<file path="src/rtl/pm_timer_pkg.sv">
package pm_timer_pkg;

  // ***********************************************
  // register map, word aligned byte addresses
  // ***********************************************
  localparam logic [3:0] ADDR_COUNT = 4'h0;
  localparam logic [3:0] ADDR_CONTROL = 4'h4;
  localparam logic [3:0] ADDR_PERIOD = 4'h8;
  localparam logic [3:0] ADDR_IRQ = 4'hC;

  // ***********************************************
  // reset values
  // ***********************************************
  localparam logic [7:0] COUNT_RST = 8'h00;
  localparam logic [6:0] CONTROL_RST = 7'h00;
  localparam logic [7:0] PERIOD_RST = 8'hFF;

  // ***********************************************
  // control field positions
  // ***********************************************
  localparam int CTL_PRE_LSB = 0;
  localparam int CTL_ON_BIT = 2;
  localparam int CTL_POST_LSB = 3;

  // ***********************************************
  // irq register field positions
  // ***********************************************
  localparam int IRQ_FLAG_BIT = 0;
  localparam int IRQ_EN_BIT = 1;
  localparam int IRQ_PRIO_BIT = 2;

  // ***********************************************
  // prescaler terminal counts (divide minus one)
  // ***********************************************
  localparam logic [3:0] PRE_TC_1 = 4'h0;
  localparam logic [3:0] PRE_TC_4 = 4'h3;
  localparam logic [3:0] PRE_TC_16 = 4'hF;

endpackage

</file>
<file path="src/rtl/period_match_timer.sv">
`timescale 1ns/1ps
// Overview of operation
// - the count input is the instruction clock, divided by 1, 4 or 16 as prescale_select is 00, 01 or 1x.
// - postscale_select in control bits 6 to 3 divides matches by its value plus one.
// - each count/period match advances a 4-bit postscaler whose overflow sets period_match_flag.
// - the count increments from zero and loads zero on the increment after it equals the period.
// - the period register is read/write and resets to FFh.
// - the count register is read/write and resets to zero.
// - writes to count or control, and reset, clear prescaler and postscaler.
// - a control write leaves the count value unchanged.
// - control bit 2 is timer_on; when low the timer stops incrementing.
// - all control bits reset to zero, the timer is off and bit 7 reads zero.
// - the pre-postscaler match pulse is output as a shift clock for the serial port.
// - the count and match pulse are output to the pwm unit as a time base.
module period_match_timer
(
  input wire logic CLOCK,
  input wire logic RST,
  input wire logic CE,
  input wire logic INSTR_TICK,
  input wire logic [3:0] AVS_ADDRESS,
  input wire logic AVS_READ,
  input wire logic AVS_WRITE,
  input wire logic [3:0] AVS_BYTEENABLE,
  input wire logic [31:0] AVS_WRITEDATA,
  output logic [31:0] AVS_READDATA,
  output logic AVS_WAITREQUEST,
  output logic [1:0] AVS_RESPONSE,
  output logic [7:0] PWM_COUNT,
  output logic PWM_MATCH,
  output logic SSP_SHIFT_CLK,
  output logic IRQ_HIGH,
  output logic IRQ_LOW
);

  // ***********************************************
  // state
  // ***********************************************
  logic [7:0] count_q, count_d;
  logic [6:0] control_q, control_d;
  logic [7:0] period_q, period_d;
  logic [3:0] pre_q, pre_d;
  logic [3:0] post_q, post_d;
  logic flag_q, flag_d;
  logic irq_en_q, irq_en_d;
  logic irq_prio_q, irq_prio_d;
  logic match_q, match_d;
  logic ack_q, ack_d;
  logic [31:0] rdata_q, rdata_d;
  logic [1:0] resp_q, resp_d;

  logic req;
  logic wr_count, wr_control, wr_period, wr_irq;
  logic tick, inc, match_now, post_ovf;

  // terminal count of the prescaler for a select code
  function automatic logic [3:0] pre_tc(input logic [1:0] sel);
    if (sel[1])
      pre_tc = pm_timer_pkg::PRE_TC_16;
    else if (sel[0])
      pre_tc = pm_timer_pkg::PRE_TC_4;
    else
      pre_tc = pm_timer_pkg::PRE_TC_1;
  endfunction

  // ***********************************************
  // bus decode
  // ***********************************************
  // one wait cycle per access, so read data comes from a flop
  // writes land on the edge that completes the access, never earlier
  // frozen clock enable keeps the master stalled
  assign req = (AVS_READ | AVS_WRITE) & ~ack_q;
  assign wr_count = AVS_WRITE & ack_q & AVS_BYTEENABLE[0] & (AVS_ADDRESS == pm_timer_pkg::ADDR_COUNT);
  assign wr_control = AVS_WRITE & ack_q & AVS_BYTEENABLE[0] & (AVS_ADDRESS == pm_timer_pkg::ADDR_CONTROL);
  assign wr_period = AVS_WRITE & ack_q & AVS_BYTEENABLE[0] & (AVS_ADDRESS == pm_timer_pkg::ADDR_PERIOD);
  assign wr_irq = AVS_WRITE & ack_q & AVS_BYTEENABLE[0] & (AVS_ADDRESS == pm_timer_pkg::ADDR_IRQ);
  assign AVS_WAITREQUEST = (AVS_READ | AVS_WRITE) & ~(ack_q & CE);
  assign AVS_READDATA = rdata_q;
  assign AVS_RESPONSE = resp_q;

  // ***********************************************
  // counting datapath
  // ***********************************************
  // run gate
  assign tick = control_q[pm_timer_pkg::CTL_ON_BIT] & INSTR_TICK;
  assign inc = tick & (pre_q == pre_tc(control_q[pm_timer_pkg::CTL_PRE_LSB +: 2]));
  assign match_now = inc & (count_q == period_q);
  assign post_ovf = match_now & (post_q == control_q[pm_timer_pkg::CTL_POST_LSB +: 4]);

  // next state of timer and registers
  always_comb
  begin
    count_d = count_q;
    control_d = control_q;
    period_d = period_q;
    pre_d = pre_q;
    post_d = post_q;
    flag_d = flag_q;
    irq_en_d = irq_en_q;
    irq_prio_d = irq_prio_q;
    match_d = match_now;
    if (tick)
      pre_d = inc ? 4'h0 : pre_q + 4'h1;
    if (match_now)
    begin
      count_d = 8'h00;
      post_d = post_ovf ? 4'h0 : post_q + 4'h1;
    end
    else if (inc)
      count_d = count_q + 8'h01;
    if (wr_count)
    begin
      count_d = AVS_WRITEDATA[7:0];
      pre_d = 4'h0;
      post_d = 4'h0;
    end
    if (wr_control)
    begin
      control_d = AVS_WRITEDATA[6:0];
      pre_d = 4'h0;
      post_d = 4'h0;
    end
    if (wr_period)
      period_d = AVS_WRITEDATA[7:0];
    if (wr_irq)
    begin
      irq_en_d = AVS_WRITEDATA[pm_timer_pkg::IRQ_EN_BIT];
      irq_prio_d = AVS_WRITEDATA[pm_timer_pkg::IRQ_PRIO_BIT];
      if (AVS_WRITEDATA[pm_timer_pkg::IRQ_FLAG_BIT])
        flag_d = 1'b0;
    end
    if (post_ovf)
      flag_d = 1'b1;
  end

  // next state of bus answer
  always_comb
  begin
    ack_d = req;
    rdata_d = 32'h0000_0000;
    resp_d = 2'h0;
    if (req)
    begin
      case (AVS_ADDRESS)
        pm_timer_pkg::ADDR_COUNT: rdata_d = {24'h000000, count_q};
        pm_timer_pkg::ADDR_CONTROL: rdata_d = {25'h0000000, control_q};
        pm_timer_pkg::ADDR_PERIOD: rdata_d = {24'h000000, period_q};
        pm_timer_pkg::ADDR_IRQ: rdata_d = {29'h00000000, irq_prio_q, irq_en_q, flag_q};
        default: resp_d = 2'h3;
      endcase
      if (!AVS_READ)
        rdata_d = 32'h0000_0000;
    end
  end

  // registers
  always_ff @(posedge CLOCK)
  begin
    if (RST)
    begin
      count_q <= pm_timer_pkg::COUNT_RST;
      control_q <= pm_timer_pkg::CONTROL_RST;
      period_q <= pm_timer_pkg::PERIOD_RST;
      pre_q <= 4'h0;
      post_q <= 4'h0;
      flag_q <= 1'b0;
      irq_en_q <= 1'b0;
      irq_prio_q <= 1'b0;
      match_q <= 1'b0;
      ack_q <= 1'b0;
      rdata_q <= 32'h0000_0000;
      resp_q <= 2'h0;
    end
    else if (CE)
    begin
      count_q <= count_d;
      control_q <= control_d;
      period_q <= period_d;
      pre_q <= pre_d;
      post_q <= post_d;
      flag_q <= flag_d;
      irq_en_q <= irq_en_d;
      irq_prio_q <= irq_prio_d;
      match_q <= match_d;
      ack_q <= ack_d;
      rdata_q <= rdata_d;
      resp_q <= resp_d;
    end
  end

  // ***********************************************
  // outputs to neighbours
  // ***********************************************
  // pwm time base
  assign PWM_COUNT = count_q;
  assign PWM_MATCH = match_q;
  assign SSP_SHIFT_CLK = match_q;
  assign IRQ_HIGH = flag_q & irq_en_q & irq_prio_q;
  assign IRQ_LOW = flag_q & irq_en_q & ~irq_prio_q;

  // ***********************************************
  // checks
  // ***********************************************
  AST_WRAP: assert property (@(posedge CLOCK) disable iff (RST)
    CE && match_now && !wr_count |=> count_q == 8'h00)
    else $error("count did not wrap after match");
  AST_STOP_HOLD: assert property (@(posedge CLOCK) disable iff (RST)
    CE && !control_q[2] && !AVS_WRITE |=> $stable(count_q) && $stable(pre_q))
    else $error("timer moved while stopped");
  AST_CTL_KEEP: assert property (@(posedge CLOCK) disable iff (RST)
    CE && wr_control && !inc |=> count_q == $past(count_q) && pre_q == 4'h0 && post_q == 4'h0)
    else $error("control write disturbed count");
  AST_CNT_WR: assert property (@(posedge CLOCK) disable iff (RST)
    CE && wr_count |=> count_q == $past(AVS_WRITEDATA[7:0]) && pre_q == 4'h0)
    else $error("count write failed");
  AST_FLAG_SET: assert property (@(posedge CLOCK) disable iff (RST)
    CE && post_ovf |=> flag_q)
    else $error("flag not set on postscaler overflow");
  AST_STICKY: assert property (@(posedge CLOCK) disable iff (RST)
    flag_q && !(CE && wr_irq) |=> flag_q)
    else $error("flag dropped without clear");
  AST_MATCH_OUT: assert property (@(posedge CLOCK) disable iff (RST)
    CE && match_now |=> SSP_SHIFT_CLK && PWM_MATCH)
    else $error("match pulse missing");
  AST_PRE16: assert property (@(posedge CLOCK) disable iff (RST)
    inc |-> pre_q == pre_tc(control_q[1:0]) && control_q[2])
    else $error("increment off prescale terminal");
  AST_POST_RANGE: assert property (@(posedge CLOCK) disable iff (RST)
    post_q <= control_q[6:3] || $past(wr_count || wr_control) == 1'b0)
    else $error("postscaler past its limit");
  AST_RST_VAL: assert property (@(posedge CLOCK)
    $past(RST) |-> period_q == 8'hFF && count_q == 8'h00 && control_q == 7'h00)
    else $error("bad reset values");
  AST_PERIOD_WR: assert property (@(posedge CLOCK) disable iff (RST)
    CE && wr_period |=> period_q == $past(AVS_WRITEDATA[7:0]))
    else $error("period write failed");
  AST_CTL_WR: assert property (@(posedge CLOCK) disable iff (RST)
    CE && wr_control |=> control_q == $past(AVS_WRITEDATA[6:0]))
    else $error("control write failed");
  AST_CTL_CLR: assert property (@(posedge CLOCK) disable iff (RST)
    CE && wr_control |=> pre_q == 4'h0 && post_q == 4'h0)
    else $error("control write left scalers");
  AST_CNT_POST: assert property (@(posedge CLOCK) disable iff (RST)
    CE && wr_count |=> post_q == 4'h0)
    else $error("count write left postscaler");
  AST_RST_CLR: assert property (@(posedge CLOCK)
    $past(RST) |-> pre_q == 4'h0 && post_q == 4'h0 && !flag_q)
    else $error("scalers not cleared by reset");
  AST_INC_STEP: assert property (@(posedge CLOCK) disable iff (RST)
    CE && inc && !match_now && !wr_count |=> count_q == $past(count_q) + 8'h01)
    else $error("count did not step");
  AST_NO_TICK_HOLD: assert property (@(posedge CLOCK) disable iff (RST)
    CE && !inc && !wr_count |=> count_q == $past(count_q))
    else $error("count moved without increment");
  AST_POST_STEP: assert property (@(posedge CLOCK) disable iff (RST)
    CE && match_now && !post_ovf && !wr_count && !wr_control |=> post_q == $past(post_q) + 4'h1)
    else $error("postscaler did not step");
  AST_POST_WRAP: assert property (@(posedge CLOCK) disable iff (RST)
    CE && post_ovf && !wr_count && !wr_control |=> post_q == 4'h0)
    else $error("postscaler did not wrap");
  AST_MATCH_ONLY: assert property (@(posedge CLOCK) disable iff (RST)
    CE && !match_now |=> !SSP_SHIFT_CLK)
    else $error("shift clock without match");
  AST_IRQ_EXCL: assert property (@(posedge CLOCK) disable iff (RST)
    !(IRQ_HIGH && IRQ_LOW))
    else $error("both request levels raised");
  AST_CLEAR: assert property (@(posedge CLOCK) disable iff (RST)
    CE && wr_irq && AVS_WRITEDATA[0] && !post_ovf |=> !flag_q)
    else $error("flag clear failed");
  AST_STOP_POST: assert property (@(posedge CLOCK) disable iff (RST)
    CE && !control_q[pm_timer_pkg::CTL_ON_BIT] && !AVS_WRITE |=> $stable(post_q))
    else $error("postscaler moved while stopped");
  AST_NO_SET: assert property (@(posedge CLOCK) disable iff (RST)
    CE && !post_ovf && !flag_q |=> !flag_q)
    else $error("flag set without overflow");
  AST_TICK_GATE: assert property (@(posedge CLOCK) disable iff (RST)
    !tick |-> !inc)
    else $error("increment without tick");
  AST_PRE_HOLD: assert property (@(posedge CLOCK) disable iff (RST)
    CE && !tick && !wr_count && !wr_control |=> $stable(pre_q))
    else $error("prescaler moved without tick");
  AST_READ_ZERO: assert property (@(posedge CLOCK) disable iff (RST)
    CE && req && AVS_READ && AVS_ADDRESS == pm_timer_pkg::ADDR_CONTROL |=> AVS_READDATA[31:7] == 25'h0)
    else $error("control upper bits not zero");
  AST_CNT_READ: assert property (@(posedge CLOCK) disable iff (RST)
    CE && req && AVS_READ && AVS_ADDRESS == pm_timer_pkg::ADDR_COUNT |=> AVS_READDATA[7:0] == $past(count_q))
    else $error("count read wrong");

endmodule

</file>
<file path="config.mk">
export PLATFORM = sky130hd
export DESIGN_NAME = period_match_timer
export DESIGN_NICKNAME = d
export VERILOG_FILES = /design/src/rtl/pm_timer_pkg.sv /design/src/rtl/period_match_timer.sv
export SDC_FILE = /design/constraint.sdc
export NUM_CORES = 1
export LEC_CHECK = 0
export BUFFER_PORTS_ARGS = -buffer_cell sky130_fd_sc_hd__buf_2
export CAP_MARGIN = 20
export CORE_ASPECT_RATIO = 0.75
export CORE_MARGIN = 2
export CORE_UTILIZATION = 45
export CTS_BUF_LIST = sky130_fd_sc_hd__clkbuf_4 sky130_fd_sc_hd__clkbuf_8 sky130_fd_sc_hd__clkbuf_16
export CTS_CLUSTER_DIAMETER = 200
export DETAILED_ROUTE_END_ITERATION = 6
export MAX_ROUTING_LAYER = met4
export PLACE_DENSITY = 0.73
export SKIP_LAST_GASP = 1
export SYNTH_ARGS = -nofsm -noshare
export SYNTH_HDL_FRONTEND = slang
export SYNTH_SLANG_ARGS = --single-unit
</file>
<file path="constraint.sdc">
create_clock -name CLOCK -period 2.3 [get_ports CLOCK]
set_clock_uncertainty 0.15 [all_clocks]
set_input_delay 0 -clock CLOCK [delete_from_list [all_inputs] [get_ports CLOCK]]
set_output_delay 0 -clock CLOCK [all_outputs]
set_load 0.03 [all_outputs]
</file>
==> flow_metrics.tcl <==
set metrics [dict create \
    synth_warnings 0 \
    hold_path.class "in2reg" \
    pwr-share-comb_pct 15.0 \
    holdWs_ns 0.0143 \
    synthArstFlopShare_pct 0 \
    grt_pass1_vias 2264 \
    avgSynthCellArea_um2 8.44 \
    intPower_mw 1.08 \
    crit_type "reg2reg" \
    maxCapViolations 0 \
    post-synth-top-area-cell "dfxtp_1" \
    netlist_top_cells_count "45 x dfxtp_1, 33 x nand2_1, 28 x buf_4" \
    fillers 550 \
    clkSlewWorstSetupHoldPaths_ns 0.09 \
    wl_per_cell_um 16.2 \
    diodes 0 \
    period_share_pct 90.4 \
    grt_pass1_wl_mm 11.5 \
    start_util_pct 46.6 \
    power_switching_uw 469 \
    seqPwrFrac_pct 51.4 \
    rsz0062_at_grt "no" \
    grt_overflow 0 \
    tns_ns 0 \
    drt_wl_total_mm 7.33 \
    drive_gt1_share_pct 20.6 \
    synth_most_common_cell "dfxtp_1" \
    final_nets 422 \
    dpl_cell_area_um2 2910 \
    firstDrtPassIters 5 \
    yosys_register_bits 45 \
    peakVddDrop_mv 0.287 \
    clock_path_buffers 2 \
    power_leakage_nw 1.40 \
    cts_tree "yes" \
    synth-main-ff-cell "dfxtp_1" \
    max-slew-margin-rel_pct 60.3 \
    final_cell_count_no_fill 452 \
    syn_inst 320 \
    vias 2538 \
    required_ns 2.35 \
    power_frac_clock_pct 33.6 \
    rows 24 \
    core_area_um2 5800 \
    yosysTopAreaCellShare_pct 33.3 \
    report.final.slew_viol_count 0 \
    die_width_um 93.5 \
    place_ws_ns 0.300 \
    placed_cells 431 \
    grt_usage_pct 23.1 \
    io_buffers 41 \
    areaGrowthSynthToFinish_pct 16.1 \
    finalWorstSetupSlack_ns 0.222 \
    arrival_ns 2.13 \
    setup_viol_count_final 0 \
    cts_sinks 45 \
    dieArea_um2 6650 \
    htree_levels 2 \
    switching_share_pct 30.4 \
    gp_congestion 0.914 \
    fmax_ghz 0.481 \
    via_per_inst 5.62 \
    seq_area_um2 901 \
    drc 0 \
    max_slew.worst_pin.slew_ns 0.590 \
    start_kind "flop" \
    cts-root-buf "clkbuf_8" \
    power_density_nw_per_um2 493 \
    place_hpwl_mm 5.31 \
    critPathMaxFanout 6 \
    insertion_delay_ns 0.31 \
    postRouteAntennaNets 0 \
    syn_area_um2 2700 \
    synth_edf_count 0 \
    die_h_um 71.1 \
    netlist_top_cells_area "dfxtp_1 33%, buf_4 7.8%, nand2_1 4.6%" \
    io_pins 93 \
    grt_max_degree 30 \
    first_iter_violations 196 \
    period_minus_slack_ns 2.08 \
    hold_violations 0 \
    yosysUniqueCellTypes 54 \
    antenna_found_initial 0 \
    numCtsBuffers 5 \
    ys_seq_area_share_pct 33.3 \
    outcome "completed" \
    final_area_um2 3140 \
    end_kind "flop" \
    multi_input_area_um2 1580 \
]
cell families after synthesis:
logic type,after synthesis,share of synthesized area (%)
AND/OR/NAND/NOR,122,23.7
AO/OA/AOI/OAI,72,18.9
buffers and inverters,50,11.4
flip-flops,45,33.3
XOR/XNOR,15,5.14
multiplexers,12,5.98
adder cells (fa/ha/maj),3,1.39
other,1,0.139
final timing paths:
check / startpoint / slack [ns] / cells past startpoint / endpoint
min: RST / 0.01 / 2 / flag_q
max reg2reg: control_q[2] / 0.22 / 6 / PWM_COUNT[1]
min reg2reg: PWM_MATCH / 0.34 / 2 / PWM_MATCH
max: control_q[2] / 0.22 / 6 / PWM_COUNT[1]
through the flow:
| step | power [mW] | utilization (%) |
|---|---|---|
| 2_1_floorplan | 0.991 | - |
| 3_3_place_gp | 1.02 | 50.3 |
| 3_5_place_dp | 1.02 | 50.3 |
| 4_1_cts | 1.54 | 54.1 |
| 5_1_grt | 1.60 | 54.1 |
| 6_report | 1.55 | 54.1 |
critical path: stages, from the launching register on:
cell and delay, ns:
dfxtp_1 0.39, and2_1 0.29, and4_4 0.30, o21a_1 0.27
buf_4 0.17, nor3_1 0.05, nor4_1 0.34
power by group through the flow:
stage               clock network, mW  logic, mW  registers (mW)
floorplan                           0      0.164           0.827
global placement                    0      0.209           0.812
detailed placement                  0      0.211           0.812
CTS                             0.522      0.229           0.794
global route                    0.561      0.248           0.795
finish                          0.519      0.232           0.794
final cells by class:
type / count / share of cell area (%)
multi-input combinational: 248 / 50.4
clock buffer: 5 / 2.19
clock inverter: 3 / 0.718
timing repair buffer: 70 / 14.5
sequential: 45 / 28.7
tap: 78 / 3.11
inverter: 3 / 0.359
cells in the final DEF (no fill, tap or decap), types with 4 or more instances in the layout:
| cell | n |
|---|---|
| nand2_1 | 33 |
| nor3_1 | 7 |
| and2_1 | 5 |
| conb_1 | 24 |
| nand3_1 | 10 |
| xor2_1 | 14 |
| a21oi_1 | 16 |
| a22oi_1 | 10 |
| nand4_1 | 4 |
| a32oi_1 | 4 |
| dfxtp_1 | 45 |
| buf_4 | 16 |
| mux2i_1 | 9 |
| buf_2 | 41 |
| a211o_1 | 7 |
| nor4_1 | 4 |
| nor2_1 | 26 |
| dlygate4sd3_1 | 13 |
| o21ai_0 | 8 |
| o211ai_1 | 5 |
| and3_1 | 14 |
| clkbuf_8 | 5 |
metal layers:
metal  vias to the layer above  share of wire [%]  GRT usage, %
li1                       1206                  -             -
met1                      1207                 46          34.1
met2                       121                 44          32.5
met3                         4                9.3          5.22
met4                         0               0.48          4.08
met5                         -                  0             -
registers in the layout (all words and copies together) (netlist names):
name          flops
AVS_READDATA      8
PWM_COUNT         8
period_q          8
control_q         7
post_q            4
pre_q             4
AVS_RESPONSE      1
PWM_MATCH         1
ack_q             1
flag_q            1
irq_en_q          1
irq_prio_q        1
repair_timing:
| action | 4_1_cts | 5_1_grt |
|---|---|---|
| resized for setup | 0 | 0 |
| buffers inserted | 0 | 0 |
| endpoints found under the hold margin | 28 | 0 |
| hold buffers | 13 | 0 |
No activity file was read; power rests on OpenSTA's default activity.
